[src/ofcr_pkg.sv]
package ofcr_pkg;

  // Register word offsets
  localparam logic [7:0] ADDR_UNLOCK      = 8'h0a;
  localparam logic [7:0] ADDR_STATUS_PIN  = 8'h0f;
  localparam logic [7:0] ADDR_FRAME       = 8'h10;
  localparam logic [7:0] ADDR_PARITY      = 8'h11;
  localparam logic [7:0] ADDR_OFFSET_CALIBRATION_SELECT    = 8'h18;
  localparam logic [7:0] ADDR_MARGIN_VAL  = 8'h19;
  localparam logic [7:0] ADDR_MARGIN_EN   = 8'h1a;
  localparam logic [7:0] ADDR_HALF_MARGIN = 8'h1b;

  // Unlock key written to the unlock register
  localparam logic [7:0] UNLOCK_KEY       = 8'h55;

  // Writable-bit masks
  localparam logic [7:0] MASK_STATUS_PIN  = 8'h01;
  localparam logic [7:0] MASK_FRAME       = 8'h31;
  localparam logic [7:0] MASK_PARITY      = 8'h04;
  localparam logic [7:0] MASK_OFFSET_CALIBRATION_SELECT    = 8'h07;
  localparam logic [7:0] MASK_MARGIN_VAL  = 8'h1f;
  localparam logic [7:0] MASK_MARGIN_EN   = 8'h01;
  localparam logic [7:0] MASK_HALF_MARGIN = 8'h71;
  localparam logic [7:0] RESET_VALUE      = 8'h00;

  // Field positions
  localparam int BIT_STATUS_CFG  = 0;
  localparam int BIT_DEBUG       = 0;
  localparam int FMT_LO          = 4;
  localparam int BIT_PARITY_EN   = 2;
  localparam int BIT_MARGIN_EN   = 0;
  localparam int BIT_HALF_EN     = 0;
  localparam int HALF_OFST_LO    = 4;

  localparam logic [7:0] DEBUG_PATTERN = 8'ha6;

  // Frame lengths in bits
  localparam logic [5:0] LEN_RESULT = 6'h10;
  localparam logic [5:0] LEN_CHAN   = 6'h04;
  localparam logic [5:0] LEN_DEV    = 6'h04;

  typedef enum logic [1:0] {
    OFCR_FMT_RESULT   = 2'b00,
    OFCR_FMT_CHAN     = 2'b01,
    OFCR_FMT_CHAN_DEV = 2'b10,
    OFCR_FMT_RSVD     = 2'b11
  } ofcr_fmt_t;

endpackage

[src/ofcr_cfg_if.sv]
`timescale 1ns/1ps
`default_nettype none
interface ofcr_cfg_if;
  logic [7:0] status_pin;
  logic [7:0] frame;
  logic [7:0] parity;
  modport src (output status_pin, output frame, output parity);
  modport dst (input status_pin, input frame, input parity);
endinterface
`default_nettype wire

[src/ofcr_frame.sv]
`timescale 1ns/1ps
`default_nettype none
module ofcr_frame (
  ofcr_cfg_if.dst        cfg,                 // Frame settings
  input  wire logic      output_lane_width_i, // 1 = two lanes
  input  wire logic      proc_friendly_i,     // Processor mode
  input  wire logic      seq_status_i,        // Sequence status
  output logic [5:0]     frame_len,           // Frame bits
  output logic           fmt_valid,           // Format not reserved
  output logic           sec_out,             // Secondary value
  output logic           sec_oe,              // Secondary enable
  output logic           debug_on             // Pattern select
);
  ofcr_pkg::ofcr_fmt_t fmt;
  logic [5:0]          base;

  assign fmt = ofcr_pkg::ofcr_fmt_t'(cfg.frame[ofcr_pkg::FMT_LO +: 2]);

  always_comb begin
    base      = ofcr_pkg::LEN_RESULT;
    fmt_valid = 1'b1;
    unique case (fmt)
      ofcr_pkg::OFCR_FMT_RESULT:   base = ofcr_pkg::LEN_RESULT;
      ofcr_pkg::OFCR_FMT_CHAN:     base = ofcr_pkg::LEN_RESULT
                                     + ofcr_pkg::LEN_CHAN;
      ofcr_pkg::OFCR_FMT_CHAN_DEV: base = ofcr_pkg::LEN_RESULT
                                     + ofcr_pkg::LEN_CHAN
                                     + ofcr_pkg::LEN_DEV;
      ofcr_pkg::OFCR_FMT_RSVD:     fmt_valid = 1'b0;
    endcase
  end

  // Padding only in processor mode; off means raw length
  always_comb begin
    frame_len = base + {5'h00, cfg.parity[ofcr_pkg::BIT_PARITY_EN]};
    if (!proc_friendly_i) begin
      frame_len = base + {5'h00, cfg.parity[ofcr_pkg::BIT_PARITY_EN]};
    end else if (frame_len > ofcr_pkg::LEN_RESULT) begin
      frame_len = 6'h20;
    end else begin
      frame_len = ofcr_pkg::LEN_RESULT;
    end
  end

  assign debug_on = cfg.frame[ofcr_pkg::BIT_DEBUG];

  // Single lane: secondary pin is status or released
  always_comb begin
    sec_out = 1'b0;
    sec_oe  = 1'b0;
    if (!output_lane_width_i) begin
      sec_oe  = cfg.status_pin[ofcr_pkg::BIT_STATUS_CFG];
      sec_out = seq_status_i & sec_oe;
    end
  end
endmodule
`default_nettype wire

[src/ofcr_regs.sv]
`timescale 1ns/1ps
`default_nettype none
module ofcr_regs (
  input  wire logic       clk_i,               // 100 MHz clock
  input  wire logic       arst_n_i,            // Async reset, low
  input  wire logic [7:0] addr_i,              // Register offset
  input  wire logic [7:0] wdata_i,             // Write data
  input  wire logic       wr_i,                // Write strobe
  input  wire logic       rd_i,                // Read strobe
  output logic      [7:0] rdata_o,             // Read data, next cycle
  input  wire logic       output_lane_width_i, // 0 = single lane
  input  wire logic       proc_friendly_i,     // Processor output mode
  input  wire logic       seq_status_i,        // Sequence status level
  input  wire logic       ext_ref_i,           // External reference used
  input  wire logic       frame_start_i,       // Start shifting a frame
  input  wire logic [15:0] result_i,           // Conversion result
  input  wire logic [3:0] channel_i,           // Channel identifier
  input  wire logic [3:0] dev_field_i,         // Device field
  output logic            primary_out_o,       // Primary serial output
  output logic            frame_busy_o,        // Frame shifting
  output logic            secondary_out_o,     // Secondary value
  output logic            secondary_oe_o,      // Secondary enable
  output logic      [2:0] ref_range_o,         // Offset cal range
  output logic      [4:0] ref_margin_o,        // Effective margin
  output logic      [2:0] half_margin_o,       // Half-ref margin
  output logic            half_margin_en_o,    // Half-ref enable
  output logic            unlocked_o           // Write access open
);

  ////////////////////////////////////////////////////////////////////////
  ofcr_cfg_if cfg ();
  logic [7:0] status_pin;
  logic [7:0] frame;
  logic [7:0] parity;
  logic [7:0] offset_calibration_select;
  logic [7:0] margin_val;
  logic [7:0] margin_en;
  logic [7:0] half_margin;
  logic       unlocked;
  logic [5:0] frame_len;
  logic       fmt_valid;
  logic       debug_on;
  logic       sec_out;
  logic       sec_oe;

  assign cfg.status_pin = status_pin;
  assign cfg.frame      = frame;
  assign cfg.parity     = parity;

  ofcr_frame u_frame (
    .cfg                 (cfg),
    .output_lane_width_i (output_lane_width_i),
    .proc_friendly_i     (proc_friendly_i),
    .seq_status_i        (seq_status_i),
    .frame_len           (frame_len),
    .fmt_valid           (fmt_valid),
    .sec_out             (sec_out),
    .sec_oe              (sec_oe),
    .debug_on            (debug_on)
  );

  function automatic logic hit(input logic [7:0] a, input logic [7:0] off);
    hit = wr_i && (a == off);
  endfunction

  ////////////////////////////////////////////////////////////////////////
  // Unlock: key opens, any other value closes again
  always_ff @(posedge clk_i or negedge arst_n_i) begin
    if (!arst_n_i) begin
      unlocked <= 1'b0;
    end else if (hit(addr_i, ofcr_pkg::ADDR_UNLOCK)) begin
      unlocked <= (wdata_i == ofcr_pkg::UNLOCK_KEY);
    end
  end

  // Protected registers; masks keep reserved bits at zero
  always_ff @(posedge clk_i or negedge arst_n_i) begin
    if (!arst_n_i) begin
      status_pin <= ofcr_pkg::RESET_VALUE;
      frame      <= ofcr_pkg::RESET_VALUE;
      parity     <= ofcr_pkg::RESET_VALUE;
    end else if (unlocked) begin
      if (hit(addr_i, ofcr_pkg::ADDR_STATUS_PIN)) begin
        status_pin <= wdata_i & ofcr_pkg::MASK_STATUS_PIN;
      end
      if (hit(addr_i, ofcr_pkg::ADDR_FRAME)) begin
        frame <= wdata_i & ofcr_pkg::MASK_FRAME;
      end
      if (hit(addr_i, ofcr_pkg::ADDR_PARITY)) begin
        parity <= wdata_i & ofcr_pkg::MASK_PARITY;
      end
    end
  end

  // Calibration registers, always writable
  always_ff @(posedge clk_i or negedge arst_n_i) begin
    if (!arst_n_i) begin
      offset_calibration_select    <= ofcr_pkg::RESET_VALUE;
      margin_val  <= ofcr_pkg::RESET_VALUE;
      margin_en   <= ofcr_pkg::RESET_VALUE;
      half_margin <= ofcr_pkg::RESET_VALUE;
    end else begin
      if (hit(addr_i, ofcr_pkg::ADDR_OFFSET_CALIBRATION_SELECT)) begin
        offset_calibration_select <= wdata_i & ofcr_pkg::MASK_OFFSET_CALIBRATION_SELECT;
      end
      if (hit(addr_i, ofcr_pkg::ADDR_MARGIN_VAL)) begin
        margin_val <= wdata_i & ofcr_pkg::MASK_MARGIN_VAL;
      end
      if (hit(addr_i, ofcr_pkg::ADDR_MARGIN_EN)) begin
        margin_en <= wdata_i & ofcr_pkg::MASK_MARGIN_EN;
      end
      if (hit(addr_i, ofcr_pkg::ADDR_HALF_MARGIN)) begin
        half_margin <= wdata_i & ofcr_pkg::MASK_HALF_MARGIN;
      end
    end
  end

  ////////////////////////////////////////////////////////////////////////
  // Read port; unmapped offsets read zero
  always_ff @(posedge clk_i or negedge arst_n_i) begin
    if (!arst_n_i) begin
      rdata_o <= 8'h00;
    end else if (rd_i) begin
      unique case (addr_i)
        ofcr_pkg::ADDR_UNLOCK:      rdata_o <= {7'h00, unlocked};
        ofcr_pkg::ADDR_STATUS_PIN:  rdata_o <= status_pin;
        ofcr_pkg::ADDR_FRAME:       rdata_o <= frame;
        ofcr_pkg::ADDR_PARITY:      rdata_o <= parity;
        ofcr_pkg::ADDR_OFFSET_CALIBRATION_SELECT:    rdata_o <= offset_calibration_select;
        ofcr_pkg::ADDR_MARGIN_VAL:  rdata_o <= margin_val;
        ofcr_pkg::ADDR_MARGIN_EN:   rdata_o <= margin_en;
        ofcr_pkg::ADDR_HALF_MARGIN: rdata_o <= half_margin;
        default:                    rdata_o <= 8'h00;
      endcase
    end else begin
      rdata_o <= 8'h00;
    end
  end

  ////////////////////////////////////////////////////////////////////////
  // Calibration outputs
  // Range only matters with an external reference
  assign ref_range_o = ext_ref_i ? offset_calibration_select[2:0] : 3'h0;
  assign ref_margin_o = margin_en[ofcr_pkg::BIT_MARGIN_EN]
                        ? margin_val[4:0] : 5'h00;
  assign half_margin_o    = half_margin[ofcr_pkg::HALF_OFST_LO +: 3];
  assign half_margin_en_o = half_margin[ofcr_pkg::BIT_HALF_EN];
  assign unlocked_o       = unlocked;

  ////////////////////////////////////////////////////////////////////////
  // Frame shifter on the primary output, MSB first
  logic [31:0] shreg;
  logic [5:0]  bits_left;
  logic [31:0] next_frame;
  logic [23:0] payload;
  logic [5:0]  plen;

  always_comb begin
    // Parity follows the data bits, ahead of any processor-mode padding
    plen    = ofcr_pkg::LEN_RESULT + ofcr_pkg::LEN_CHAN + ofcr_pkg::LEN_DEV;
    payload = {result_i, channel_i, dev_field_i};
    unique case (ofcr_pkg::ofcr_fmt_t'(frame[ofcr_pkg::FMT_LO +: 2]))
      ofcr_pkg::OFCR_FMT_RESULT: begin
        payload = {result_i, 8'h00};
        plen    = ofcr_pkg::LEN_RESULT;
      end
      ofcr_pkg::OFCR_FMT_CHAN: begin
        payload = {result_i, channel_i, 4'h0};
        plen    = ofcr_pkg::LEN_RESULT + ofcr_pkg::LEN_CHAN;
      end
      default:                   payload = {result_i, channel_i, dev_field_i};
    endcase
    if (debug_on) begin
      payload = {ofcr_pkg::DEBUG_PATTERN, 16'h0000};
    end
    next_frame = {payload, 8'h00};
    if (parity[ofcr_pkg::BIT_PARITY_EN]) begin
      // Even parity over the payload bits in use
      next_frame[31 - 32'(plen)] = ^payload;
    end
  end

  always_ff @(posedge clk_i or negedge arst_n_i) begin
    if (!arst_n_i) begin
      shreg     <= 32'h0000_0000;
      bits_left <= 6'h00;
    end else if (frame_start_i && bits_left == 6'h00 && fmt_valid) begin
      shreg     <= next_frame;
      bits_left <= frame_len;
    end else if (bits_left != 6'h00) begin
      shreg     <= {shreg[30:0], 1'b0};
      bits_left <= bits_left - 6'h01;
    end
  end

  // Primary lane carries every bit in single-lane mode
  assign primary_out_o   = (bits_left != 6'h00) & shreg[31];
  assign frame_busy_o    = (bits_left != 6'h00);
  assign secondary_out_o = sec_out;
  assign secondary_oe_o  = sec_oe;
endmodule
`default_nettype wire

[config.mk]
export PLATFORM = sky130hd
export DESIGN_NAME = ofcr_regs
export DESIGN_NICKNAME = d
export VERILOG_FILES = /design/src/ofcr_pkg.sv /design/src/ofcr_cfg_if.sv /design/src/ofcr_frame.sv /design/src/ofcr_regs.sv
export SDC_FILE = /design/constraint.sdc
export NUM_CORES = 1
export LEC_CHECK = 0
export ABC_AREA = 1
export ABC_CLOCK_PERIOD_IN_PS = 2390
export BUFFER_PORTS_ARGS = -buffer_cell sky130_fd_sc_hd__buf_2
export CORE_UTILIZATION = 30
export CTS_BUF_LIST = sky130_fd_sc_hd__clkbuf_16
export CTS_CLUSTER_SIZE = 28
export DETAILED_ROUTE_END_ITERATION = 8
export PLACE_DENSITY = 0.5
export SLEW_MARGIN = 20
export SYNTH_ARGS = -nofsm -noshare
export SYNTH_HDL_FRONTEND = slang
export SYNTH_SLANG_ARGS = --single-unit
[constraint.sdc]
create_clock -name clk_i -period 2.39 [get_ports clk_i]
set_clock_uncertainty 0.2 [all_clocks]
set_input_delay 0.478 -clock clk_i [delete_from_list [all_inputs] [get_ports clk_i]]
set_output_delay 0.478 -clock clk_i [all_outputs]
set_load 0.02 [all_outputs]
After elaboration in Yosys (flattened, before gate mapping)
Cells that the tools add are included.
{ "word_totals": {"regBits": 65, "in_bits": 49, "output_inout_bits": 25, "word_cells": 71} }
{ "classes": {"n_addsub": 3, "order_cmp": 3, "eq_ne": 12, "n_mux": 21, "bitwise": 2, "n_reduce_logical": 19} }
{ "op_table": {"columns": ["op", "n"], "rows": [
  ["$mux W32", 3],
  ["$pmux W7 S8", 1],
  ["$eq A8 B5 Y1 const B", 6],
  ["$bwmux W32", 1],
  ["$ge A32 B1 Y1 const B", 1],
  ["$lt A32 B6 Y1 const B", 1],
  ["$mux W24", 1],
  ["$mux W6", 4],
  ["$reduce_xor A24 Y1", 1],
  ["$eq A8 B4 Y1 const B", 2],
  ["$pmux W4 S2", 2],
  ["$pmux W8 S2", 1],
  ["$logic_and A1 B1 Y1", 11],
  ["$eq A8 B7 Y1 const B", 1],
  ["$mux W8", 1],
  ["$sub A5 B6 Y7 const A", 1],
  ["$add A5 B1 Y6", 1],
  ["$gt A6 B5 Y1 const B", 1],
  ["$logic_not A6 Y1", 1],
  ["$reduce_and A2 Y1", 3],
  ["$reduce_bool A6 Y1", 1],
  ["$sub A6 B1 Y6 const B", 1],
  ["$demux W1 S5", 1],
  ["$mux W5", 1],
  ["other kinds (7)", 12]
]} }

Longest topological paths before layout
{ "logic_depth": {"ltp_word": 10, "ltp_mapped": 18, "depth_no_buf": 17} }

Cells and area by module
From an unflattened synthesis, not the netlist that was laid out.
{ "unflattened": {"hier_cells": 494, "area_unflattened_um2": 3583.4} }
{ "modules_own_cells": {"columns": ["module", "n_inst", "cells_each", "area_per_inst_um2", "seq_area_each_um2"], "rows": [
  ["ofcr_regs", 1, 475, 3495.9, 1526.5],
  ["ofcr_frame", 1, 19, 87.6, 0.0]
]} }

Worst setup path after synthesis
OpenSTA, ideal clock, no wires.
{ "synth_timing": {"kind": "register to output", "from": "register bits_left[0]", "to": "output primary_out_o", "arrival_ns": 1.713, "t_required_ns": 1.712, "slack_ns": -0.001, "path_stages_with_launch": 13, "path_buffers": 1, "path_cell_list": "dfrtp_1 > inv_1 > ha_1 > inv_1 > nor2_2 > nand2_1 > nor2_2 > inv_2 > nor2_8 > inv_2 > clkbuf_1 > nand2_1 > inv_1"} }
{ "synth_between": {"elab_chain_cells": 2} }
{ "synth_rtl": {"columns": ["element", "line", "source"], "rows": [
  ["start, declared", "ofcr_regs.sv:153", "logic [5:0] bits_left;"],
  ["start signal, assigned", "ofcr_regs.sv:189", "bits_left <= frame_len;"],
  ["start signal, assigned", "ofcr_regs.sv:192", "bits_left <= bits_left - 6'h01;"],
  ["$reduce_bool A6 Y1", null, null],
  ["named net frame_busy_o", "ofcr_regs.sv:20", "output logic frame_busy_o,"],
  ["$and A1 B1 Y1", "ofcr_regs.sv:197", "assign primary_out_o = (bits_left != 6'h00) & shreg[31];"],
  ["end, declared", "ofcr_regs.sv:19", "output logic primary_out_o,"]
]} }
The timed path passes the listed nets, and every way through them passes these cells.

Final worst setup path
{ "layout_timing": {"from": "register bits_left[0]", "to": "register bits_left[4]"} }
{ "layout_between": {"elab_chain_cells": 4, "word_cells_on_any_way": 8, "classes_between": "add/sub: 1; mux: 2; reduce/logical: 5"} }
{ "layout_rtl": {"columns": ["element"], "rows": [
  ["parallel branches: the longest is 4 deep, another holds $sub A6 B1 Y6"]
]} }
Several ways; the timed one is not identified. The select of a mux whose other input is x is not followed.
A chain may end at the register's enable or synchronous reset.

==> results.md <==
- The pin count of the biggest net entering global routing is 62.
- The floorplan step defined a die boundary enclosing 0.0124 mm².
- The number of clock sinks is 61.
- The finished layout holds 752 standard cells, fillers aside.
- The via count is 3,504.
- The synthesized design spends more area on one cell type than any other, namely sky130_fd_sc_hd__dfrtp_1.
- The number of global-route vias before repair is 3,473.
- The count of final setup violators is 0.
- The run finished, with violations left.
- The worst-case IR drop observed on VDD is 0.000379 V.
- The signed area change from the synthesized netlist to the final layout is 30.5%.
- The type of the setup path with the least slack is reg -> reg.
- The first global-routing pass estimated 16,400 µm of wire.
- Max-cap violations in this run came to 0.
- Summing internal, switching and leakage power gives 4.02 mW.
- The yosys synthesis warning count is 0.
- STA classifies the critical path startpoint as a flip-flop.
- By area the synthesized netlist is led by sky130_fd_sc_hd__dfrtp_1 43%, sky130_fd_sc_hd__nand2_1 18%, sky130_fd_sc_hd__inv_1 8.4%.
- The worst setup path is captured at a flip-flop.
- The number of nets in the finished design is 653.
- Using the TritonRoute via totals, the vias-per-cell ratio works out to 4.66.
- The checks that failed: design-rule violations.
- Wires add up to 9790 µm.
- At the pin with the least slew margin, the transition time is 619 ps.
- Clock-pin slew was measured on the worst setup and hold paths at 60 ps.
- The largest driver fanout on the critical path is 2.
- The cell at the root of the clock tree is sky130_fd_sc_hd__clkbuf_16.
- Global routing consumed, over all layers together, 17.0% of the routing resources.
- Measured along the x axis, the die boundary spans 111 µm.
- The synthesized netlist devotes 32.3% of its cell area to simple gates.
- The post-synthesis sequential element count is 61.
- The count of routing violations after the opening detailed-route iteration is 141.
- The congestion estimate from routability-driven global placement came to 0.852.
- The portion of synthesized cell area occupied by the leading cell type is 42.7%.
- The number of placed instances, taps included, is 712.
- Summing all placed instances gives a cell area of 0.00411 mm².
- For the worst-skew pair, the clock arrives at the later sink with an insertion delay of 330 ps.
- Counting along the longest clock path gives a buffer depth of 2.
- The number of clock buffers added by TritonCTS is 9.
- The number of antenna violations at the first check in global routing was 2.
- The sequential-to-total area share from yosys stat is 42.7%.
- The top-level port count is 74.
- At the worst endpoint, the required time is 2400 ps.
- The main combinational cell family by area after synthesis is simple AND/OR/NAND/NOR gates.
- The power density over the cells is 861 mW/mm².
- The first detailed-routing pass ran for 6 iterations.
- After synthesis the cells add up to 0.00357 mm².
- In the routed design, unresolved DRC markers number 11.
- The path class of the tightest hold or removal check is in -> reg.
- Leaving out fill and tap cells, the most frequent cells in the layout are 171 x sky130_fd_sc_hd__nand2_1, 77 x sky130_fd_sc_hd__inv_1, 71 x sky130_fd_sc_hd__buf_2.
- The number of different library cells used by synthesis comes to 35.
- Based on the critical path, the design can be clocked at up to 427 MHz.
- The synthesized netlist devotes 0.350% of its cell area to adder and majority cells.
- The share of cells above drive strength 1 is 25.2%.
- The arrival time reported for the critical path endpoint is 2360 ps.
- In this run the tightest slew margin relative to its limit is 58.2%.
- The initialized floorplan defines 39 standard-cell rows.
- The count of nets left with antenna violations after detail routing is 0.
- The fraction of synthesized area in multiplexers is 0.315%.
- After legalization and detailed placement, the total HPWL measured 7000 µm.
- The synthesized-area fraction occupied by ao, oa, aoi and oai cells is 11.9%.
- During placement, the flow inserted port buffers numbering 72.
- The leakage power summed over all cells is 2.51 nW.
- The number of H-tree branching levels is 3.
- Once the floorplan was initialized, standard cells occupied 31.0% of the core.
- TritonCTS built the clock tree.
- Averaged over all synthesized cells, the footprint is 7.18 µm².
- The final routed wire length divided by cell count is 13.0 µm.
- The routed design could run at a clock period as short as 2340 ps.
- The synthesized netlist cell count is 498.
- The share of the clock period used by the worst path after layout is 98.1%.
- The floorplan step set the die height to 111 µm.
- The worst hold margin is 182 ps.
- Summed over all layers, the global routing overflow is 0.
- The number of pins with negative max-slew slack in the final report is 0.
- Leaving out fill and tap cells, the most frequent cell in the layout is sky130_fd_sc_hd__nand2_1.
- The cell area after layout is 0.00466 mm².
- Of the total synthesized cell area, the portion taken by XOR and XNOR cells is 0.490%.
- The number of fill cells is 1,215.
- The post-synthesis net count is 548.
- The number of failing hold endpoints at the final stage is 0.
- Setup repair after global routing could not meet its margin everywhere.
- The floorplan core area is 0.0115 mm².
-- final timing paths --
path | start | endpoint | slack [ps] | cells after the start
max | bits_left[0]$_DFFE_PN0P_ | bits_left[4]$_DFFE_PN0P_ | 50 | 16
min | wdata_i[0] | cfg.status_pin[0]$_DFFE_PN0P_ | 180 | 3
max reg2reg | bits_left[0]$_DFFE_PN0P_ | bits_left[4]$_DFFE_PN0P_ | 50 | 16
min reg2reg | shreg[25]$_DFFE_PN0P_ | shreg[25]$_DFFE_PN0P_ | 290 | 2
max in group asynchronous | arst_n_i | cfg.frame[5]$_DFFE_PN0P_ | 1200 | 3
min in group asynchronous | arst_n_i | bits_left[2]$_DFFE_PN0P_ | 470 | 3
-- where the power goes --
part	internal (mW)	total [mW]	switching, mW
combinational	0.583	1.24	0.654
clock	0.908	1.39	0.481
sequential	1.25	1.39	0.141
-- cell type report --
class | count | area (µm²) | share of cell area, %
clock buffers | 9 | 225 | 4.83
repair buffers | 106 | 644 | 13.8
flip-flops and latches | 61 | 1530 | 32.8
inverters | 86 | 343 | 7.35
multi-input cells | 339 | 1650 | 35.4
clock inverters | 7 | 91.3 | 1.96
diodes | 1 | 2.50 | 0.0536
well taps | 143 | 179 | 3.84
-- sequential cells by signal, summed over array words and instances, names as in the netlist --
signal                     flops
margin_val                     5
shreg                         29
unlocked_o                     1
margin_en                      1
cfg.parity                     1
bits_left                      6
cfg.frame                      3
offset_calibration_select      3
cfg.status_pin                 1
half_margin                    4
rdata_o                        7
-- stage by stage --
stage / worst slack (ps) / utilization (%) / TNS (ps)
finish: 46.2 / 40.5 / 0
global route: -51.9 / 40.5 / -117
CTS: -21.7 / 39.9 / -21.7
detailed placement: 109 / 35.7 / 0
global placement: 192 / 35.7 / 0
floorplan: 142 / - / 0
-- routing by layer --
layer,vias up,track usage (%),share of wire (%)
met5,-,0,0.10
met3,12,4.59,5.3
met2,82,28.9,47
met4,2,5.14,1.3
met1,1617,20.8,46
li1,1791,-,-
-- timing repair --
item,CTS,global route
hold buffers,1,0
setup endpoints to repair,2,37
pin swaps,5,5
buffers inserted,17,5
endpoints found under the hold margin,61,0
resized for setup,12,12
gates cloned,0,0
-- synthesized netlist by cell type, drive strengths merged --
cell type / number
nor2: 37
a22oi: 1
mux2: 1
nand3: 37
a21oi: 6
o211ai: 12
xnor2: 2
o21ai: 29
o311ai: 1
nor4: 3
nand2: 181
nand4: 1
dfrtp: 61
conb: 1
clkbuf: 3
clkinv: 1
inv: 85
buf: 9
o221ai: 10
nand3b: 3
a31oi: 4
nor3: 4
ha: 1
o22ai: 3
and3: 2
-- kinds of logic (layout without fill, tap and decap cells) --
kind of cell	after synthesis	in the layout
adder cells (fa/ha/maj)	1	1
AO/OA/AOI/OAI	66	66
AND/OR/NAND/NOR	268	268
buffers and inverters	98	208
multiplexers	1	1
flip-flops	61	61
XOR/XNOR	2	2
other	1	2
-- worst max-delay path: stages, from the launching register on --
cell                      delay [ps]
sky130_fd_sc_hd__dfrtp_1         380
sky130_fd_sc_hd__inv_2            90
sky130_fd_sc_hd__ha_4            140
sky130_fd_sc_hd__inv_2            40
sky130_fd_sc_hd__nor2_4           80
sky130_fd_sc_hd__nand2_2          80
sky130_fd_sc_hd__buf_4           130
sky130_fd_sc_hd__buf_4           120
sky130_fd_sc_hd__buf_4           120
sky130_fd_sc_hd__buf_4           120
sky130_fd_sc_hd__buf_4           120
sky130_fd_sc_hd__buf_4           130
sky130_fd_sc_hd__buf_4           120
sky130_fd_sc_hd__buf_4           120
sky130_fd_sc_hd__nand2_1          40
sky130_fd_sc_hd__nand2_1          50
sky130_fd_sc_hd__and3_1          160
No activity file was read; power rests on OpenSTA's default activity.
